File: config.mk
export PLATFORM = sky130hd
export DESIGN_NAME = sos_shutter_ctrl
export DESIGN_NICKNAME = d
export VERILOG_FILES = /design/src/sos_pkg.sv /design/src/sos_serial_rx.sv /design/src/sos_shutter_ctrl.sv
export SDC_FILE = /design/constraint.sdc
export NUM_CORES = 1
export LEC_CHECK = 0
export ABC_CLOCK_PERIOD_IN_PS = 6900
export BUFFER_PORTS_ARGS = -buffer_cell sky130_fd_sc_hd__buf_2
export CAP_MARGIN = 20
export CORE_MARGIN = 10
export CORE_UTILIZATION = 30
export DETAILED_ROUTE_END_ITERATION = 10
export HOLD_SLACK_MARGIN = 0.08
export MAX_ROUTING_LAYER = met4
export PLACE_DENSITY = 0.51
export REMOVE_ABC_BUFFERS = 1
export SLEW_MARGIN = 20
export SYNTH_ARGS = -nofsm -noshare
export SYNTH_HDL_FRONTEND = slang
export SYNTH_SLANG_ARGS = --single-unit
File: constraint.sdc
create_clock -name mclk -period 6.9 [get_ports mclk]
set_input_delay 1.38 -clock mclk [delete_from_list [all_inputs] [get_ports mclk]]
set_output_delay 1.38 -clock mclk [all_outputs]
set_load 0.1 [all_outputs]
File: src/sos_pkg.sv
// shared constants and types for the shutter output select and trigger block
package sos_pkg;

    // =====================================================
    // serial frame layout
    localparam int ADDR_W = 8;
    localparam int DATA_W = 24;
    localparam int FRAME_BITS = ADDR_W + DATA_W;

    // =====================================================
    // register offsets
    localparam logic [7:0] OUT_SRC_SEL_ADDR = 8'h60;
    localparam logic [7:0] TRIGGER_ADDR = 8'h61;

    // =====================================================
    // selector field positions and reset values
    localparam int SEL_W = 3;
    localparam int SUBSTRATE_SEL_LSB = 0;
    localparam int MECH_SEL_LSB = 3;
    localparam int STROBE_SEL_LSB = 6;
    localparam int TEST_SEL_LSB = 9;
    localparam int OUT_SRC_SEL_W = 12;
    localparam logic [2:0] SUBSTRATE_SEL_RST = 3'h0;
    localparam logic [2:0] MECH_SEL_RST = 3'h1;
    localparam logic [2:0] STROBE_SEL_RST = 3'h2;
    localparam logic [2:0] TEST_SEL_RST = 3'h3;

    // selector codes
    localparam logic [2:0] SRC_SHUTTER_GEN_0 = 3'h0;
    localparam logic [2:0] SRC_SHUTTER_GEN_1 = 3'h1;
    localparam logic [2:0] SRC_SHUTTER_GEN_2 = 3'h2;
    localparam logic [2:0] SRC_SHUTTER_GEN_3 = 3'h3;
    localparam logic [2:0] SRC_COMB0 = 3'h4;
    localparam logic [2:0] SRC_COMB1 = 3'h5;
    localparam logic [2:0] SRC_INVALID = 3'h6;
    localparam logic [2:0] SRC_PAIR = 3'h7;

    // =====================================================
    // trigger field positions
    localparam int TRIG_W = 8;
    localparam logic [7:0] TRIGGER_RST = 8'h00;
    localparam int TRIG_SHUT_LSB = 0;
    localparam int TRIG_BIAS_LSB = 4;
    localparam int TRIG_EXPOSURE = 6;
    localparam int TRIG_READOUT = 7;

    typedef struct packed {
        logic [ADDR_W-1:0] addr;
        logic [DATA_W-1:0] data;
    } sos_write_t;

    typedef struct packed {
        logic [SEL_W-1:0] test;
        logic [SEL_W-1:0] strobe;
        logic [SEL_W-1:0] mech;
        logic [SEL_W-1:0] substrate;
    } sos_sel_t;

endpackage : sos_pkg

File: src/sos_serial_rx.sv
// three-wire serial write receiver for the configuration port
`timescale 1ns/10ps
module sos_serial_rx (
    input wire logic mclk,
    input wire logic rstB,
    input wire logic serLoadB,
    input wire logic serClk,
    input wire logic serData,
    output logic wrValid,
    output sos_pkg::sos_write_t wrWord
);

    // =====================================================
    // pin synchronisers
    logic [1:0] loadSync_q;
    logic [1:0] clkSync_q;
    logic [1:0] dataSync_q;
    logic loadPrev_q;
    logic clkPrev_q;

    always_ff @(posedge mclk or negedge rstB) begin
        if (!rstB) begin
            loadSync_q <= 2'h3;
            clkSync_q <= 2'h0;
            dataSync_q <= 2'h0;
            loadPrev_q <= 1'b1;
            clkPrev_q <= 1'b0;
        end else begin
            loadSync_q <= {loadSync_q[0], serLoadB};
            clkSync_q <= {clkSync_q[0], serClk};
            dataSync_q <= {dataSync_q[0], serData};
            loadPrev_q <= loadSync_q[1];
            clkPrev_q <= clkSync_q[1];
        end
    end

    logic clkRise;
    logic frameEnd;
    assign clkRise = clkSync_q[1] & ~clkPrev_q & ~loadSync_q[1];
    assign frameEnd = loadSync_q[1] & ~loadPrev_q;

    // =====================================================
    // shift in, lsb first: address then data
    logic [sos_pkg::FRAME_BITS-1:0] shift_q;
    logic [5:0] count_q;

    always_ff @(posedge mclk or negedge rstB) begin
        if (!rstB) begin
            shift_q <= '0;
            count_q <= 6'h00;
        end else if (frameEnd) begin
            count_q <= 6'h00;
        end else if (clkRise) begin
            shift_q <= {dataSync_q[1], shift_q[sos_pkg::FRAME_BITS-1:1]};
            // saturate so an overlong frame is recognised and dropped
            if (count_q != 6'h3f) begin
                count_q <= count_q + 6'h01;
            end
        end
    end

    // short or long frames are discarded whole
    always_ff @(posedge mclk or negedge rstB) begin
        if (!rstB) begin
            wrValid <= 1'b0;
            wrWord <= '0;
        end else begin
            wrValid <= frameEnd && (count_q == 6'(sos_pkg::FRAME_BITS));
            if (frameEnd) begin
                wrWord.addr <= shift_q[sos_pkg::ADDR_W-1:0];
                wrWord.data <= shift_q[sos_pkg::FRAME_BITS-1:sos_pkg::ADDR_W];
            end
        end
    end

endmodule : sos_serial_rx

File: src/sos_shutter_ctrl.sv
// shutter output source selectors and exposure/readout trigger register
`timescale 1ns/10ps
module sos_shutter_ctrl (
    input wire logic mclk,
    input wire logic rst_b,
    input wire logic serLoadB,
    input wire logic serClk,
    input wire logic serData,
    input wire logic verticalSync,
    input wire logic [3:0] shutterGen,
    input wire logic substrateComb0,
    input wire logic substrateComb1,
    input wire logic shutterPairComb,
    input wire logic exposureDone,
    input wire logic readoutDone,
    output logic substrateBiasPin,
    output logic mechShutterPin,
    output logic strobePin,
    output logic testOutPin,
    output logic [3:0] shutterGenStart,
    output logic [1:0] biasGenStart,
    output logic exposureStart,
    output logic readoutStart,
    output logic exposureBusy,
    output logic readoutBusy,
    output sos_pkg::sos_sel_t activeSel,
    output logic [7:0] activeTrigger
);

    // =====================================================
    // reset release
    logic [1:0] rstSync_q;
    logic rstB;

    always_ff @(posedge mclk or negedge rst_b) begin
        if (!rst_b) begin
            rstSync_q <= 2'h0;
        end else begin
            rstSync_q <= {rstSync_q[0], 1'b1};
        end
    end
    assign rstB = rstSync_q[1];

    // =====================================================
    // serial port
    logic wrValid;
    sos_pkg::sos_write_t wrWord;

    sos_serial_rx u_rx (
        .mclk(mclk),
        .rstB(rstB),
        .serLoadB(serLoadB),
        .serClk(serClk),
        .serData(serData),
        .wrValid(wrValid),
        .wrWord(wrWord)
    );

    logic selWrite;
    logic trigWrite;
    assign selWrite = wrValid && (wrWord.addr == sos_pkg::OUT_SRC_SEL_ADDR);
    assign trigWrite = wrValid && (wrWord.addr == sos_pkg::TRIGGER_ADDR);

    // =====================================================
    // vertical sync edge
    logic [1:0] vsSync_q;
    logic vsPrev_q;
    logic vsEdge;

    always_ff @(posedge mclk or negedge rstB) begin
        if (!rstB) begin
            vsSync_q <= 2'h0;
            vsPrev_q <= 1'b0;
        end else begin
            vsSync_q <= {vsSync_q[0], verticalSync};
            vsPrev_q <= vsSync_q[1];
        end
    end
    assign vsEdge = vsSync_q[1] & ~vsPrev_q;

    // =====================================================
    // staging registers
    localparam sos_pkg::sos_sel_t SEL_RST = '{
        test: sos_pkg::TEST_SEL_RST,
        strobe: sos_pkg::STROBE_SEL_RST,
        mech: sos_pkg::MECH_SEL_RST,
        substrate: sos_pkg::SUBSTRATE_SEL_RST
    };

    sos_pkg::sos_sel_t selStage_q;
    logic selPend_q;
    logic [7:0] trigStage_q;
    logic trigPend_q;

    // a write landing on the sync edge stays pending for the next one
    always_ff @(posedge mclk or negedge rstB) begin
        if (!rstB) begin
            selStage_q <= SEL_RST;
            selPend_q <= 1'b0;
        end else if (selWrite) begin
            selStage_q <= wrWord.data[sos_pkg::OUT_SRC_SEL_W-1:0];
            selPend_q <= 1'b1;
        end else if (vsEdge) begin
            selPend_q <= 1'b0;
        end
    end

    always_ff @(posedge mclk or negedge rstB) begin
        if (!rstB) begin
            trigStage_q <= sos_pkg::TRIGGER_RST;
            trigPend_q <= 1'b0;
        end else if (trigWrite) begin
            trigStage_q <= wrWord.data[sos_pkg::TRIG_W-1:0];
            trigPend_q <= 1'b1;
        end else if (vsEdge) begin
            trigPend_q <= 1'b0;
        end
    end

    // =====================================================
    // applied values
    logic trigApply;
    assign trigApply = vsEdge && trigPend_q && !trigWrite;

    always_ff @(posedge mclk or negedge rstB) begin
        if (!rstB) begin
            activeSel <= SEL_RST;
        end else if (vsEdge && selPend_q && !selWrite) begin
            activeSel <= selStage_q;
        end
    end

    // the applied trigger reads back until the next applied write
    always_ff @(posedge mclk or negedge rstB) begin
        if (!rstB) begin
            activeTrigger <= sos_pkg::TRIGGER_RST;
        end else if (trigApply) begin
            activeTrigger <= trigStage_q;
        end
    end

    // =====================================================
    // launch pulses
    always_ff @(posedge mclk or negedge rstB) begin
        if (!rstB) begin
            shutterGenStart <= 4'h0;
            biasGenStart <= 2'h0;
        end else begin
            shutterGenStart <= trigApply ? trigStage_q[sos_pkg::TRIG_SHUT_LSB +: 4] : 4'h0;
            biasGenStart <= trigApply ? trigStage_q[sos_pkg::TRIG_BIAS_LSB +: 2] : 2'h0;
        end
    end

    // =====================================================
    // exposure then readout sequencing
    typedef enum logic [1:0] {
        SEQ_IDLE,
        SEQ_EXPOSE,
        SEQ_READOUT
    } sos_seq_t;

    sos_seq_t seq_q;
    logic readAfter_q;
    logic wantExp;
    logic wantRead;
    assign wantExp = trigApply && trigStage_q[sos_pkg::TRIG_EXPOSURE];
    assign wantRead = trigApply && trigStage_q[sos_pkg::TRIG_READOUT];

    // new exposure and readout requests are ignored while a sequence is running
    always_ff @(posedge mclk or negedge rstB) begin
        if (!rstB) begin
            seq_q <= SEQ_IDLE;
            readAfter_q <= 1'b0;
            exposureStart <= 1'b0;
            readoutStart <= 1'b0;
        end else begin
            exposureStart <= 1'b0;
            readoutStart <= 1'b0;
            case (seq_q)
                SEQ_IDLE: begin
                    if (wantExp) begin
                        exposureStart <= 1'b1;
                        readAfter_q <= wantRead;
                        seq_q <= SEQ_EXPOSE;
                    end else if (wantRead) begin
                        readoutStart <= 1'b1;
                        seq_q <= SEQ_READOUT;
                    end
                end
                SEQ_EXPOSE: begin
                    if (exposureDone) begin
                        readAfter_q <= 1'b0;
                        if (readAfter_q) begin
                            readoutStart <= 1'b1;
                            seq_q <= SEQ_READOUT;
                        end else begin
                            seq_q <= SEQ_IDLE;
                        end
                    end
                end
                SEQ_READOUT: begin
                    if (readoutDone) begin
                        seq_q <= SEQ_IDLE;
                    end
                end
                default: begin
                    seq_q <= SEQ_IDLE;
                end
            endcase
        end
    end

    assign exposureBusy = (seq_q == SEQ_EXPOSE);
    assign readoutBusy = (seq_q == SEQ_READOUT);

    // =====================================================
    // output source selection
    function automatic logic pickSource(input logic [2:0] code, input logic [3:0] shut,
                                        input logic comb0, input logic comb1, input logic pair);
        logic res;
        res = 1'b0;
        case (code)
            sos_pkg::SRC_SHUTTER_GEN_0: res = shut[0];
            sos_pkg::SRC_SHUTTER_GEN_1: res = shut[1];
            sos_pkg::SRC_SHUTTER_GEN_2: res = shut[2];
            sos_pkg::SRC_SHUTTER_GEN_3: res = shut[3];
            sos_pkg::SRC_COMB0: res = comb0;
            sos_pkg::SRC_COMB1: res = comb1;
            // invalid code parks the pin low rather than guessing
            sos_pkg::SRC_INVALID: res = 1'b0;
            sos_pkg::SRC_PAIR: res = pair;
            default: res = 1'b0;
        endcase
        return res;
    endfunction : pickSource

    // registered so pins never glitch through the mux
    always_ff @(posedge mclk or negedge rstB) begin
        if (!rstB) begin
            substrateBiasPin <= 1'b0;
            mechShutterPin <= 1'b0;
            strobePin <= 1'b0;
            testOutPin <= 1'b0;
        end else begin
            substrateBiasPin <= pickSource(activeSel.substrate, shutterGen, substrateComb0,
                                           substrateComb1, shutterPairComb);
            mechShutterPin <= pickSource(activeSel.mech, shutterGen, substrateComb0,
                                         substrateComb1, shutterPairComb);
            strobePin <= pickSource(activeSel.strobe, shutterGen, substrateComb0,
                                    substrateComb1, shutterPairComb);
            testOutPin <= pickSource(activeSel.test, shutterGen, substrateComb0,
                                     substrateComb1, shutterPairComb);
        end
    end

endmodule : sos_shutter_ctrl

==> results of run 1 <==
critical path, stage by stage (launching register included):
cell     delay [ns]
dfrtp_1        0.36
nor2b_1        0.25
buf_2          0.47
layer usage:
metal	global-route usage [%]	part of all wire [%]	vias to the layer above
met4	5.00	1.1	0
met2	13.3	48	62
met3	3.70	6.1	8
li1	-	-	1368
met1	10.4	45	1425
met5	-	0	-
cells in the final DEF, fill, tap and decap left out, drive strengths merged, types with 2 or more instances in the layout:
cell type and instances:
clkinv 6, a22oi 3, and2 6, mux2i 5
nand3 7, or3b 2, a21oi 5, nor2 10
clkbuf 22, mux4 4, nand2b 3, nand2 69
a21o 2, buf 50, bufinv 3, mux2 74
dfrtp 118, nor2b 3, inv 5, dfstp 11
ha 2, o21ai 3
power by group:
| part | switching, mW | internal, mW | leakage [nW] | total (mW) |
|---|---|---|---|---|
| sequential | 0.0209 | 0.788 | 1.72 | 0.808 |
| clock | 0.307 | 0.603 | 0.306 | 0.910 |
| combinational | 0.0369 | 0.0297 | 1.09 | 0.0666 |
| total | 0.365 | 1.42 | 3.11 | 1.78 |
through the flow:
step	power [mW]	utilization [%]	std cells
after floorplan	0.866	-	348
after global placement	0.888	33.3	618
after detailed placement	0.891	33.3	618
after CTS	1.81	37.0	650
after global routing	1.87	37.1	650
final	1.78	37.1	650
how the worst min path moves through the flow:
stage | slack, ns | cells past startpoint | end
global route | 0.36 | 0 | rstSync_q[1]$_DFF_PN0_
detailed placement | 0.34 | 0 | u_rx.dataSync_q[1]$_DFF_PN0_
floorplan | 0.33 | 0 | rstSync_q[1]$_DFF_PN0_
CTS | 0.35 | 0 | u_rx.dataSync_q[1]$_DFF_PN0_
global placement | 0.33 | 0 | u_rx.clkSync_q[1]$_DFF_PN0_
finish | 0.35 | 0 | u_rx.dataSync_q[1]$_DFF_PN0_
final cells by class:
type / count / area [um2] / area share, %
clock buffers: 22 / 484 / 7.93
clock inverters: 10 / 131 / 2.15
inverters: 5 / 18.8 / 0.307
multi-input cells: 214 / 1700 / 27.8
flip-flops and latches: 129 / 3250 / 53.2
well taps: 220 / 275 / 4.51
repair buffers: 50 / 255 / 4.18
logic make-up after synthesis:
group / synth area share, %
flip-flops: 64.7
AND/OR/NAND/NOR: 10.2
multiplexers: 20.2
AO/OA/AOI/OAI: 2.52
buffers and inverters: 1.72
adder cells (fa/ha/maj): 0.499
other: 0.0748
XOR/XNOR: 0.175
registers in the layout, summed over array words and instances (netlist names), 4 cells and up:
| signal | cells |
|---|---|
| trigStage_q | 8 |
| selStage_q | 12 |
| u_rx.count_q | 6 |
| activeSel | 12 |
| u_rx.shift_q | 32 |
| activeTrigger | 8 |
| u_rx.wrWord | 20 |
| shutterGenStart | 4 |
==> out/results.txt, run 1 <==
cell taking the most area after synthesis - dfrtp_1
root buffer cell - clkbuf_16
GPL Wtd Cong - 0.741
row count - 47
Setup Total Neg Slack - 0 ns
Final Cell Area - 6110 um2
Resize count post-CTS - 0
crit path time final - 2.87 ns
drt first pass iters - 4
Synth Register Bits - 129
Vias/cell - 4.40
Setup violations, final - 0
CTS Buffer Depth - 2
Area growth, synth to finish - 21.8%
r2r setup slk - 4.56 ns
reg2reg start - u_rx.wrWord[25]$_DFFE_PN0P_
first-pass GRT wire length - 15.3 mm
Max Transition Viols Final - 0
top post-synthesis cells by count - dfrtp_1 (118), nand2_1 (69), mux2_2 (64)
placed inst area - 5480 um2
top cells by area, synth - dfrtp_1 (59%), mux2_2 (14%), dfstp_2 (5.8%)
Hold WS - 0.353 ns
Critical R2R Capture - activeSel[1]$_DFFE_PN0P_
Synth async-reset ratio - 100%
Mapped Area - 5010 um2
library cells used by synthesis - 41
DRC - 0
RSZ-0062 raised after global routing - no
CTS Hold Bufs - 0
Core ar. - 16500 um2
vias in the first global route - 3033
Arr. time, crit path - 1.49 ns
Hold/Removal Path Class - flip-flop to flip-flop
PnR worst setup slack - 4.03 ns
Slew HR - 30.3%
leakage power figure - 3.11 nW
CP Max Fanout - 4
Nets - 434
CP Launch Point - seq_q[0]$_DFFE_PN0P_
Final period util - 41.6%
DP HPWL - 6.09 mm
diode count - 0
ys flop type - dfrtp_1
clock-pin transition on the worst setup and hold timing paths - 0.05 ns
initial antenna violation count - 0
largest net degree at the start of global routing - 69
fmax - 0.348 GHz
worst-skew pair later-pin latency - 0.41 ns
count leader, synth - dfrtp_1
max_cap viols - 0
CTS buffer count - 17
share of the synthesized area in the top cell type - 58.9%
Tot GR Track Use - 9.07%
die height - 149 um
cells on worst reg2reg path - 4
Routed WL - 9.02 mm
Initial Util - 30.4%
Setup Crit Path Kind - flip-flop to primary output
I/O pin count - 49
vias - 2863
Buffers on Ports - 48
H-tree Lvls - 4
post-CTS setup buffers - 0
CP Launch Type - flip-flop
Setup crit end kind - primary output
Filler cells - 1597
gr ovfl total - 0
post-synthesis area per instance - 13.9 um2
die footprint - 22300 um2
share of layout cells above drive strength 1 - 41.2%
Synth Instances - 361
Required @ worst endpoint - 5.52 ns
Least-Margin Pin Slew - 1.04 ns
Synth Warn # - 0
Max VDD drop - 163 uV
CTS tree - built
DRT antenna net count - 0
outcome - completed
Hold Vio Cnt, Final - 0
HP Start - u_rx.dataSync_q[0]$_DFF_PN0_
sequential fraction of the synthesis area - 64.7%
crit path capture - exposureBusy
Initial DRC Count - 136
routed len/inst - 13.9 um
Clock Sink Count - 129
Setup Slack @ Placement - 4.44 ns
number of flops mapped to enable cells by yosys - 0
pwr/cell area - 292 nW/um2
skew final - 0.00620 ns
Die Wd - 149 um
Power figures use the tool's default switching activity.
==> run 2: changes to the inputs <==
--- a/config.mk
+++ b/config.mk
@@ -5,7 +5,7 @@
 export SDC_FILE = /design/constraint.sdc
 export NUM_CORES = 1
 export LEC_CHECK = 0
-export ABC_CLOCK_PERIOD_IN_PS = 6900
+export ABC_CLOCK_PERIOD_IN_PS = 2430
 export BUFFER_PORTS_ARGS = -buffer_cell sky130_fd_sc_hd__buf_2
 export CAP_MARGIN = 20
 export CORE_MARGIN = 10
@@ -13,7 +13,7 @@
 export DETAILED_ROUTE_END_ITERATION = 10
 export HOLD_SLACK_MARGIN = 0.08
 export MAX_ROUTING_LAYER = met4
-export PLACE_DENSITY = 0.51
+export PLACE_DENSITY = 0.53
 export REMOVE_ABC_BUFFERS = 1
 export SLEW_MARGIN = 20
 export SYNTH_ARGS = -nofsm -noshare
==> constraint.sdc (replaced) <==
create_clock -name mclk -period 2.43 [get_ports mclk]
set_input_delay 0.486 -clock mclk [delete_from_list [all_inputs] [get_ports mclk]]
set_output_delay 0.486 -clock mclk [all_outputs]
set_load 0.1 [all_outputs]
==> run 2 against run 1 <==
Effect of this change: first-iteration DRC count down 9.6%; clock-buffer cell count shrank 2; sequential share of layout area down 0.098 points; clock power rose to 2.6 times the previous value; clock skew grew 0.0022 ns; largest cell class unchanged; sequential power grew to 2.8 times the previous value; worst setup slack got worse by 3.6 ns; cell count is 0.92% higher; combinational power rose to 3.2 times the previous value; largest power group unchanged; critical endpoint unchanged; total power grew to 2.7 times the previous value; utilization grew 0.068 points; flip-flop and latch count did not move.
==> out/results.txt, run 2 (synthesis results as in run 1) <==
outcome - completed
Final period util - 82.0%
Largest Register - u_rx.shift_q
CP Launch Type - flip-flop
die height - 149 um
Max Transition Viols Final - 0
max FFs per register - 32
root buffer cell - clkbuf_16
commonest non-fill, non-tap cell in the layout - dfrtp_1
Clock Sink Count - 129
post-CTS setup buffers - 0
placed inst area - 5540 um2
top routing layer used - met4
skew final - 0.00835 ns
Non-Filler Instances - 656
Buffers on Ports - 48
RSZ-0062 raised after global routing - no
Tot GR Track Use - 8.95%
Setup violations, final - 0
Initial Util - 30.4%
Vias/cell - 4.35
Setup Crit Path Kind - flip-flop to primary output
drt first pass iters - 4
Metal-1 WL - 4.18 mm
clock-pin transition on the worst setup and hold timing paths - 0.06 ns
largest net degree at the start of global routing - 68
DRC - 0
initial antenna violation count - 0
DRT antenna net count - 0
Slew HR - 52.6%
Least-Margin Pin Slew - 0.709 ns
Final Cell Area - 6120 um2
vias in the first global route - 2959
first-pass GRT wire length - 15.3 mm
Arr. time, crit path - 1.51 ns
H-tree Lvls - 4
Required @ worst endpoint - 1.94 ns
Initial DRC Count - 123
row count - 47
I/O pin count - 49
Hold/Removal Path Class - input pin to flip-flop
max_cap viols - 0
Nets - 440
Routed WL - 8.83 mm
worst-path cell chain - nor2b_1 -> buf_2
Core ar. - 16500 um2
Layout Utilization - 37.2%
CP max stage cell - buf_2
met3 wire length - 552 um
vias - 2854
Area growth, synth to finish - 22.0%
routed len/inst - 13.5 um
diode count - 0
Total Power - 4.88 mW
metal2 WL - 3.94 mm
commonest non-fill, non-tap cells in the layout - dfrtp_1 (117), nand2_1 (69), mux2_2 (64)
worst-skew pair later-pin latency - 0.41 ns
share of layout cells above drive strength 1 - 41.7%
CTS Buffer Depth - 2
pwr/cell area - 798 nW/um2
Die Wd - 149 um
crit path time final - 1.99 ns
CTS buffer count - 17
CTS tree - built
GPL Wtd Cong - 0.747
Max VDD drop - 459 uV
CTS Hold Bufs - 1
DP HPWL - 6.03 mm
hold depth - 1
cells on worst reg2reg path - 4
top flop regs - u_rx.shift_q x32, u_rx.wrWord x20
Post-Place Cells - 623
die footprint - 22300 um2
max incr delay on CP - 0.48 ns
CP Max Fanout - 4
gr ovfl total - 0
fmax - 0.502 GHz
Filler cells - 1603
Hold Vio Cnt, Final - 0
Setup crit end kind - primary output
leakage power figure - 3.12 nW
Resize count post-CTS - 0
Setup Total Neg Slack - 0 ns
[run 2: per-stage QoR]
step                      setup slack, ns  hold WS [ns]
after floorplan                     -1.41         0.190
after global placement              0.628         0.211
after detailed placement            0.587         0.214
after CTS                           0.425         0.162
after global routing                0.354         0.155
final                               0.439         0.176
[run 2: per-layer routing]
layer | vias to the layer above | GRT usage [%]
met1 | 1415 | 11.1
met2 | 52 | 12.5
li1 | 1373 | -
met5 | - | -
met3 | 14 | 3.22
met4 | 0 | 4.71
[run 2: report_power, final]
part	switching, mW	total, mW	internal [mW]
clock	0.928	2.39	1.46
sequential	0.0439	2.28	2.24
combinational	0.119	0.211	0.0926
[run 2: worst max-delay path, delay by kind of cell (launching register included)]
| family | cells | cell delay (ns) |
|---|---|---|
| buffers and inverters | 1 | 0.48 |
| flip-flops | 1 | 0.37 |
| AND/OR/NAND/NOR | 1 | 0.25 |
[run 2: final cells by class]
class                      count  area (um2)  area share (%)
sequential                   129        3250            53.1
multi-input combinational    214        1680            27.5
clock buffer                  20         457            7.47
timing repair buffer          56         328            5.36
tap                          220         275            4.50
clock inverter                12         109            1.78
inverter                       5        18.8           0.307
[run 2: final timing paths]
check | startpoint | to | slack [ns]
max | seq_q[0]$_DFFE_PN0P_ | exposureBusy | 0.44
min | serData | u_rx.dataSync_q[0]$_DFF_PN0_ | 0.18
max reg2reg | u_rx.loadSync_q[1]$_DFF_PN1_ | u_rx.count_q[5]$_DFFE_PN0P_ | 0.60
min reg2reg | rstSync_q[1]$_DFF_PN0_ | vsSync_q[0]$_DFF_PN0_ | 0.21
max in group asynchronous | rstSync_q[1]$_DFF_PN0_ | activeSel[10]$_DFFE_PN1P_ | 1.55
min in group asynchronous | rstSync_q[1]$_DFF_PN0_ | vsSync_q[0]$_DFF_PN0_ | 0.21
